File: src/core/afe_pkg.sv
// Shared constants for the front-end setup bank and its controller
package afe_pkg;
    // Device register offsets on the link
    localparam logic [5:0] PRIMARY_ADDR   = 6'h01;
    localparam logic [5:0] OUTPUT_ADDR    = 6'h02;
    localparam logic [5:0] LAMP_ADDR      = 6'h24;
    localparam logic [5:0] REVISION_ADDR  = 6'h27;
    // Reset values
    localparam logic [7:0] PRIMARY_RST    = 8'h03;
    localparam logic [7:0] OUTPUT_RST     = 8'h00;
    localparam logic [7:0] LAMP_RST       = 8'h00;
    // Primary setup fields
    localparam int POWER_BIT       = 0;
    localparam int DOUBLE_BIT      = 1;
    localparam int DETECT_BIT      = 3;
    localparam int SHIFT_LSB       = 4;
    localparam int THIRD_MODE_BIT  = 6;
    localparam int PAGE_OPEN_BIT   = 7;
    // Output setup fields
    localparam int POLARITY_BIT    = 0;
    localparam int NARROW_BIT      = 1;
    localparam int INVERT_BIT      = 2;
    localparam int CLAMP_EXT_BIT   = 3;
    localparam int CLAMP_EN_BIT    = 4;
    localparam int LATENCY_LSB     = 6;
    // Extended page fields
    localparam int LAMP_LSB        = 2;
    localparam int REVISION_LSB    = 1;
    localparam logic [7:0] LAMP_MASK      = 8'h3c;
    // Reserved bits cleared by the controller
    localparam logic [7:0] PRIMARY_KEEP   = 8'h3b;
    localparam logic [7:0] OUTPUT_KEEP    = 8'hdf;
    // Master clocks per converter clock
    localparam int CONV_DIV_STD    = 2;
    localparam int CONV_DIV_SECOND = 3;
    // Latency codes
    localparam logic [1:0] LAT_TWO        = 2'h2;
    localparam logic [1:0] LAT_THREE      = 2'h3;
    // Controller register offsets on AXI4-Lite
    localparam logic [3:0] CMD_OFF        = 4'h0;
    localparam logic [3:0] STATUS_OFF     = 4'h4;
    localparam logic [3:0] MODE_OFF       = 4'h8;
    // Command and status word fields
    localparam int CMD_ADDR_LSB    = 8;
    localparam int CMD_READ_BIT    = 16;
    localparam int CMD_EXT_BIT     = 17;
    localparam int STATUS_DATA_LSB = 8;
endpackage

File: src/core/afe_link_if.sv
// Register link between the controller and the front-end setup bank
`timescale 1ns/10ps
`default_nettype none
interface afe_link_if (
    input wire logic aclk
);
    logic       req;
    logic       wr;
    logic [5:0] addr;
    logic [7:0] wdata;
    logic [7:0] rdata;
    logic       ack;

    modport ctrl (
        input  aclk,
        output req,
        output wr,
        output addr,
        output wdata,
        input  rdata,
        input  ack
    );
    modport dev (
        input  aclk,
        input  req,
        input  wr,
        input  addr,
        input  wdata,
        output rdata,
        output ack
    );
endinterface
`default_nettype wire

File: src/core/afe_setup_bank.sv
// Setup register bank of the analogue front end, device end
//
// The implementer's own choice: register access over the afe_link_if request/acknowledge link.
`timescale 1ns/10ps
`default_nettype none
module afe_setup_bank #(
    parameter int           DATA_W   = 16,
    parameter logic [6:0]   REVISION = 7'h01  // Arbitrary value
) (
    input  wire logic              aclk,
    input  wire logic              aresetn,
    afe_link_if.dev                link,
    input  wire logic              video_sample_pin,
    input  wire logic              second_mode,
    input  wire logic [DATA_W-1:0] sample_data,
    output logic                   power_active,
    output logic                   double_sample_select,
    output logic                   amp_fs_positive,
    output logic                   amp_fs_negative,
    output logic                   third_mode_select,
    output logic                   timing_pulse,
    output logic                   narrow_output_select,
    output logic                   clamp_ref_converter_on,
    output logic                   clamp_ref_pin_oe,
    output logic                   reset_clamp_enable,
    output logic [3:0]             lamp_test_field,
    output logic                   conv_tick,
    output logic [DATA_W-1:0]      data_out
);
    logic [7:0]        primary_setup_ff;
    logic [7:0]        output_setup_ff;
    logic [7:0]        lamp_test_control_ff;
    logic [7:0]        rdata_ff;
    logic              ack_ff;
    logic [7:0]        nxt_rdata;
    logic              page_open;
    logic              sel_primary;
    logic              sel_output;
    logic              sel_lamp;
    logic              sel_revision;
    logic [2:0]        pin_sync_ff;
    logic              pin_level_ff;
    logic              pin_rise;
    logic              pin_fall;
    logic              detect_en;
    logic [1:0]        conv_cnt_ff;
    logic [1:0]        conv_last;
    logic              tick;
    logic [DATA_W-1:0] pipe_ff [3];
    logic [DATA_W-1:0] nxt_data;
    logic [1:0]        latency;

    ////////////////////////////////////////////////////////////////////////
    // Address decode
    assign page_open    = primary_setup_ff[afe_pkg::PAGE_OPEN_BIT];
    assign sel_primary  = link.addr == afe_pkg::PRIMARY_ADDR;
    assign sel_output   = link.addr == afe_pkg::OUTPUT_ADDR;
    assign sel_lamp     = page_open && link.addr == afe_pkg::LAMP_ADDR;
    assign sel_revision = page_open && link.addr == afe_pkg::REVISION_ADDR;

    always_ff @(posedge aclk) begin
        if (!aresetn) begin
            primary_setup_ff <= afe_pkg::PRIMARY_RST;
        end else if (link.req && link.wr && sel_primary) begin
            primary_setup_ff <= link.wdata;
        end
    end

    always_ff @(posedge aclk) begin
        if (!aresetn) begin
            output_setup_ff <= afe_pkg::OUTPUT_RST;
        end else if (link.req && link.wr && sel_output) begin
            output_setup_ff <= link.wdata;
        end
    end

    // Unused bits kept zero so reads show only the field
    always_ff @(posedge aclk) begin
        if (!aresetn) begin
            lamp_test_control_ff <= afe_pkg::LAMP_RST;
        end else if (link.req && link.wr && sel_lamp) begin
            lamp_test_control_ff <= link.wdata & afe_pkg::LAMP_MASK;
        end
    end

    // Revision has no write path; unmapped reads give zero
    always_comb begin
        nxt_rdata = 8'h00;
        if (sel_primary) begin
            nxt_rdata = primary_setup_ff;
        end else if (sel_output) begin
            nxt_rdata = output_setup_ff;
        end else if (sel_lamp) begin
            nxt_rdata = lamp_test_control_ff;
        end else if (sel_revision) begin
            nxt_rdata = {REVISION, 1'b0};
        end
    end

    // Every request answered one cycle later
    always_ff @(posedge aclk) begin
        if (!aresetn) begin
            ack_ff   <= 1'b0;
            rdata_ff <= 8'h00;
        end else begin
            ack_ff <= link.req;
            if (link.req && !link.wr) begin
                rdata_ff <= nxt_rdata;
            end
        end
    end

    assign link.ack   = ack_ff;
    assign link.rdata = rdata_ff;

    ////////////////////////////////////////////////////////////////////////
    // Sample pin synchroniser and filter
    always_ff @(posedge aclk) begin
        if (!aresetn) begin
            pin_sync_ff  <= 3'h0;
            pin_level_ff <= 1'b0;
        end else begin
            pin_sync_ff <= {pin_sync_ff[1:0], video_sample_pin};
            if (pin_sync_ff[1] == pin_sync_ff[2]) begin
                pin_level_ff <= pin_sync_ff[2];
            end
        end
    end

    assign pin_rise  = pin_sync_ff[1] && pin_sync_ff[2] && !pin_level_ff;
    assign pin_fall  = !pin_sync_ff[1] && !pin_sync_ff[2] && pin_level_ff;
    assign detect_en = primary_setup_ff[afe_pkg::DETECT_BIT];

    // Powered-down device issues no timing
    always_ff @(posedge aclk) begin
        if (!aresetn) begin
            timing_pulse <= 1'b0;
        end else if (!primary_setup_ff[afe_pkg::POWER_BIT]) begin
            timing_pulse <= 1'b0;
        end else if (!detect_en) begin
            timing_pulse <= pin_level_ff;
        end else if (output_setup_ff[afe_pkg::POLARITY_BIT]) begin
            timing_pulse <= pin_rise;
        end else begin
            timing_pulse <= pin_fall;
        end
    end

    ////////////////////////////////////////////////////////////////////////
    // Converter clock
    assign conv_last = second_mode ? 2'(afe_pkg::CONV_DIV_SECOND - 1)
                                   : 2'(afe_pkg::CONV_DIV_STD - 1);
    assign tick      = conv_cnt_ff >= conv_last;

    always_ff @(posedge aclk) begin
        if (!aresetn) begin
            conv_cnt_ff <= 2'h0;
            conv_tick   <= 1'b0;
        end else begin
            conv_cnt_ff <= tick ? 2'h0 : conv_cnt_ff + 2'h1;
            conv_tick   <= tick;
        end
    end

    ////////////////////////////////////////////////////////////////////////
    // Output data latency and inversion
    assign latency = output_setup_ff[afe_pkg::LATENCY_LSB +: 2];

    always_comb begin
        case (latency)
            afe_pkg::LAT_TWO:   nxt_data = pipe_ff[1];
            afe_pkg::LAT_THREE: nxt_data = pipe_ff[2];
            default:            nxt_data = sample_data;
        endcase
        if (output_setup_ff[afe_pkg::INVERT_BIT]) begin
            nxt_data = ~nxt_data;
        end
    end

    always_ff @(posedge aclk) begin
        if (!aresetn) begin
            pipe_ff[0] <= '0;
            pipe_ff[1] <= '0;
            pipe_ff[2] <= '0;
            data_out   <= '0;
        end else if (tick) begin
            pipe_ff[0] <= sample_data;
            pipe_ff[1] <= pipe_ff[0];
            pipe_ff[2] <= pipe_ff[1];
            data_out   <= primary_setup_ff[afe_pkg::POWER_BIT] ? nxt_data
                                                              : '0;
        end
    end

    ////////////////////////////////////////////////////////////////////////
    // Static controls
    always_ff @(posedge aclk) begin
        if (!aresetn) begin
            power_active           <= 1'b0;
            double_sample_select   <= 1'b0;
            amp_fs_positive        <= 1'b0;
            amp_fs_negative        <= 1'b0;
            third_mode_select      <= 1'b0;
            narrow_output_select   <= 1'b0;
            clamp_ref_converter_on <= 1'b0;
            clamp_ref_pin_oe       <= 1'b0;
            reset_clamp_enable     <= 1'b0;
            lamp_test_field        <= 4'h0;
        end else begin
            power_active         <= primary_setup_ff[afe_pkg::POWER_BIT];
            double_sample_select <= primary_setup_ff[afe_pkg::DOUBLE_BIT];
            amp_fs_positive      <= primary_setup_ff[afe_pkg::SHIFT_LSB +: 2]
                                    == 2'h2;
            amp_fs_negative      <= primary_setup_ff[afe_pkg::SHIFT_LSB +: 2]
                                    == 2'h3;
            third_mode_select    <= primary_setup_ff[afe_pkg::THIRD_MODE_BIT];
            narrow_output_select <= output_setup_ff[afe_pkg::NARROW_BIT];
            clamp_ref_converter_on <= !output_setup_ff[afe_pkg::CLAMP_EXT_BIT]
                                      && primary_setup_ff[afe_pkg::POWER_BIT];
            clamp_ref_pin_oe       <= !output_setup_ff[afe_pkg::CLAMP_EXT_BIT]
                                      && primary_setup_ff[afe_pkg::POWER_BIT];
            reset_clamp_enable   <= output_setup_ff[afe_pkg::CLAMP_EN_BIT];
            lamp_test_field      <= lamp_test_control_ff[afe_pkg::LAMP_LSB +: 4];
        end
    end
endmodule
`default_nettype wire

File: src/flat_wrapper.sv
// flat-port wrapper written by rule: the top's interface ports become plain ports
module afe_setup_bank_flat 
#(
    parameter int           DATA_W   = 16,
    parameter logic [6:0]   REVISION = 7'h01                    
)
  (aclk, aresetn, video_sample_pin, second_mode, sample_data, power_active, double_sample_select, amp_fs_positive, amp_fs_negative, third_mode_select, timing_pulse, narrow_output_select, clamp_ref_converter_on, clamp_ref_pin_oe, reset_clamp_enable, lamp_test_field, conv_tick, data_out, link_req, link_wr, link_addr, link_wdata, link_rdata, link_ack);
  afe_link_if link_i (.aclk(aclk));
  input  wire logic aclk;
  input  wire logic aresetn;
  input  wire logic video_sample_pin;
  input  wire logic second_mode;
  input  wire logic [DATA_W-1:0] sample_data;
  output logic power_active;
  output logic double_sample_select;
  output logic amp_fs_positive;
  output logic amp_fs_negative;
  output logic third_mode_select;
  output logic timing_pulse;
  output logic narrow_output_select;
  output logic clamp_ref_converter_on;
  output logic clamp_ref_pin_oe;
  output logic reset_clamp_enable;
  output logic [3:0] lamp_test_field;
  output logic conv_tick;
  output logic [DATA_W-1:0] data_out;
  input wire logic [$bits(link_i.req)-1:0] link_req;
  input wire logic [$bits(link_i.wr)-1:0] link_wr;
  input wire logic [$bits(link_i.addr)-1:0] link_addr;
  input wire logic [$bits(link_i.wdata)-1:0] link_wdata;
  output wire logic [$bits(link_i.rdata)-1:0] link_rdata;
  output wire logic [$bits(link_i.ack)-1:0] link_ack;
  assign link_i.req = link_req;
  assign link_i.wr = link_wr;
  assign link_i.addr = link_addr;
  assign link_i.wdata = link_wdata;
  assign link_rdata = link_i.rdata;
  assign link_ack = link_i.ack;
  afe_setup_bank #(.DATA_W(DATA_W), .REVISION(REVISION)) u_core (.aclk(aclk), .aresetn(aresetn), .link(link_i), .video_sample_pin(video_sample_pin), .second_mode(second_mode), .sample_data(sample_data), .power_active(power_active), .double_sample_select(double_sample_select), .amp_fs_positive(amp_fs_positive), .amp_fs_negative(amp_fs_negative), .third_mode_select(third_mode_select), .timing_pulse(timing_pulse), .narrow_output_select(narrow_output_select), .clamp_ref_converter_on(clamp_ref_converter_on), .clamp_ref_pin_oe(clamp_ref_pin_oe), .reset_clamp_enable(reset_clamp_enable), .lamp_test_field(lamp_test_field), .conv_tick(conv_tick), .data_out(data_out));
endmodule
File: config.mk
export PLATFORM = sky130hd
export DESIGN_NAME = afe_setup_bank_flat
export DESIGN_NICKNAME = d
export VERILOG_FILES = /design/src/core/afe_pkg.sv /design/src/core/afe_link_if.sv /design/src/core/afe_setup_bank.sv /design/src/flat_wrapper.sv
export SDC_FILE = /design/constraint.sdc
export NUM_CORES = 1
export LEC_CHECK = 0
export BUFFER_PORTS_ARGS = -buffer_cell sky130_fd_sc_hd__buf_2
export CORE_ASPECT_RATIO = 1.1
export CORE_MARGIN = 5
export CORE_UTILIZATION = 35
export DETAILED_ROUTE_END_ITERATION = 10
export HOLD_SLACK_MARGIN = 0.1
export PLACE_DENSITY = 0.6
export SYNTH_ARGS = -nofsm -noshare
export SYNTH_HDL_FRONTEND = slang
export SYNTH_SLANG_ARGS = --single-unit
File: constraint.sdc
create_clock -name aclk -period 3.1 [get_ports aclk]
set_input_delay 0.62 -clock aclk [delete_from_list [all_inputs] [get_ports aclk]]
set_output_delay 0.62 -clock aclk [all_outputs]
set_load 0.01 [all_outputs]
==> results.yml <==
outcome:
  outcome: "complete, no violations"
clock_tree:
  post-cts-setup-buffers: 0
  htreeDepth: 4
  clkSinkCount: 113
  clk_pin_slew_ps: 50
  cts_root_buf: "clkbuf_16"
  cts_buffer_depth: 2
  ctsResizeCount: 0
  cts_made_buffers: 17
  clk-insertion-delay-late_ps: 410
  ctsHoldBuffers: 0
  cts_tree: "built"
sta:
  finalWorstSetupSlack_ps: 894
  min_period_over_period_pct: 71.2
  period_needed_ps: 2210
  setup_viol: 0
  finalMaxSlewViolations: 0
  skew_ps: 13.6
  fin_tns_setup_ps: 0
  fmax_ghz: 0.453
  slew_headroom_pct: 28.6
  hold_viol_final: 0
  tightest_slew_ps: 1070
  rsz0062_at_grt: "false"
grt:
  grt_overflow: 0
  grt_use_total_pct: 13.3
  grt_pass1_vias: 3121
  grt_max_degree: 51
  grt_pass1_wl_um: 16000
  antenna_found_initial: 1
setup_path:
  slowest_delay_ps: 720
  cp.required_ps: 3130
  ff2ff_setup_slack_ps: 890
  worstSetupPathType: "reg2reg"
  worstPathMaxFanout: 50
  cpMaxStageDelayCell: "inv_2"
  arrival_ps: 2230
  crit_chain: "inv_1 > ha_1 > nand2b_1 > a21oi_1 > and2_1 > inv_2"
  critPathCaptureType: "register"
  critical-path-top-delay-family: "buffers and inverters"
  critPathLaunchType: "register"
  critPathBufInv: 2
final_layout:
  area_growth_pct: 23.8
  diodes: 0
  multi_input_area_mm2: 0.00175
  drive_gt1_share_pct: 24.3
  fillCellCount: 1237
  final_nets: 512
  fin_area_mm2: 0.00572
  finalCoreUtilization_pct: 43.8
  seqCellArea_mm2: 0.00274
place:
  io_buffers: 75
  placed_cell_area_mm2: 0.00514
  place_congestion: 0.724
  pre_cts_ws_ps: 512
  dp.final_hpwl_um: 6550
logic_synthesis:
  synth_area_mm2: 0.00462
  synthArstFlopShare_pct: 0
  ys_ff_latch: 113
  synth-warning-count: 0
  synth-edff-count: 48
  netlist_instances: 395
  syn_avg_cell_area_um2: 11.7
  synth_nets: 435
  synth_seq_area_share_pct: 59.4
  ys.flop_type: "dfxtp_1"
  ys_types: 29
detailed_routing:
  first_pass_iters: 4
  num_vias: 3068
  drc_errors: 0
  routed_via_density: 4.75
  wire_per_inst_um: 15.0
  drtAntennaViolNets: 0
  wl_um: 9720
  drt-initial-drc-count: 145
pwr:
  p_per_area_mw_per_mm2: 695
  p_leak_nw: 2.38
  worst_ir_drop_vdd_uv: 392
  finalPower_mw: 3.97
floorplanning:
  die_h_um: 130
  coreArea_mm2: 0.0130
  initial_core_util_pct: 35.4
  fp.dieArea_mm2: 0.0156
  io-pin-count: 76
  num_rows: 44
  chipWidth_um: 120
min_path:
  min_path_type: "in2reg"
flow_run:
  drv_cap: 0
[routing by layer]
layer	global-route usage, %	part of all wire (%)	vias to the layer above
met5	0	0.13	-
met1	15.9	45	1450
met2	21.6	48	71
met4	5.46	1.5	2
met3	5.12	5.3	14
li1	-	-	1531
[cell families (layout without fill, tap and decap cells)]
kind of cell / after synthesis / count (layout) / synth area share (%)
multiplexers: 37 / 37 / 8.02
adder cells (fa/ha/maj): 4 / 4 / 1.08
AO/OA/AOI/OAI: 53 / 53 / 7.91
flip-flops: 113 / 113 / 59.4
buffers and inverters: 31 / 121 / 2.84
XOR/XNOR: 17 / 17 / 3.22
AND/OR/NAND/NOR: 140 / 140 / 17.5
[flip-flops by register name, indices dropped and copies added (netlist names)]
register                       flops
u_core.reset_clamp_enable          1
u_core.timing_pulse                1
u_core.conv_cnt_ff                 2
u_core.link.rdata                  8
u_core.pin_level_ff                1
u_core.clamp_ref_converter_on      1
u_core.link.ack                    1
u_core.conv_tick                   1
u_core.narrow_output_select        1
u_core.pin_sync_ff                 3
u_core.data_out                   16
u_core.output_setup_ff             8
u_core.double_sample_select        1
u_core.pipe_ff                    48
u_core.power_active                1
u_core.primary_setup_ff            8
u_core.third_mode_select           1
u_core.lamp_test_control_ff        4
u_core.amp_fs_positive             1
u_core.lamp_test_field             4
u_core.amp_fs_negative             1
[final cells by class]
| cell class | count | share of cell area [%] |
|---|---|---|
| tap | 161 | 3.52 |
| clock inverter | 10 | 1.95 |
| multi-input combinational | 251 | 30.6 |
| clock buffer | 22 | 8.12 |
| inverter | 8 | 0.525 |
| timing repair buffer | 81 | 7.35 |
| sequential | 113 | 48.0 |
[Yosys cell counts, drive strengths merged, types with 6 or more instances]
cell type	n	area share, %
a21oi	19	2.1
a221oi	7	1.3
a22o	16	3.0
and2	61	8.3
clkbuf	18	1.5
dfxtp	65	28
edfxtp	48	31
inv	8	0.65
mux2i	37	8.0
nand2	6	0.49
nand3	6	0.65
nor2	34	2.8
nor2b	21	2.8
o21ai	6	0.65
xor2	16	3.0
[cell usage in the layout, fill, tap and decap left out, types with 4 or more instances in the layout]
cell	synthesis	routed
buf_2	3	75
edfxtp_1	48	48
ha_1	4	4
buf_4	1	6
nand2b_1	4	4
a22o_1	16	16
a21oi_1	19	19
clkinvlp_4	0	5
xor2_1	16	16
a221oi_1	7	7
nor2b_1	21	20
nand2_1	6	6
o21ai_0	6	6
inv_1	8	7
nand3_1	6	6
o31ai_1	4	4
clkbuf_16	0	17
and2_1	61	61
mux2i_1	37	37
dfxtp_1	65	65
nor2_1	34	34
[worst register-to-register path, cell delays in order, from the launching register on]
cell	delay (ps)
dfxtp_1	370
inv_1	60
ha_1	260
nand2b_1	90
a21oi_1	100
and2_1	190
inv_2	720
[metrics by stage]
stage,hold WS (ps),instances
after floorplan,412,395
after global placement,435,614
after detailed placement,447,614
after CTS,412,646
after global routing,428,646
final,432,646
[where the power goes]
group / internal (mW) / total, mW / switching (mW)
registers: 1.73 / 1.78 / 0.0500
clock network: 1.22 / 1.87 / 0.654
logic: 0.132 / 0.327 / 0.195
[worst paths after layout]
kind                                               to  cells past startpoint                   from
worst max-delay path            u_core.pipe_ff[0][35]                      6  u_core.conv_cnt_ff[0]
worst max register to register  u_core.pipe_ff[0][35]                      6  u_core.conv_cnt_ff[0]
worst min-delay path            u_core.pin_sync_ff[0]                      2       video_sample_pin
worst min register to register  u_core.pin_sync_ff[1]                      1  u_core.pin_sync_ff[0]
Power figures use the tool's default switching activity.
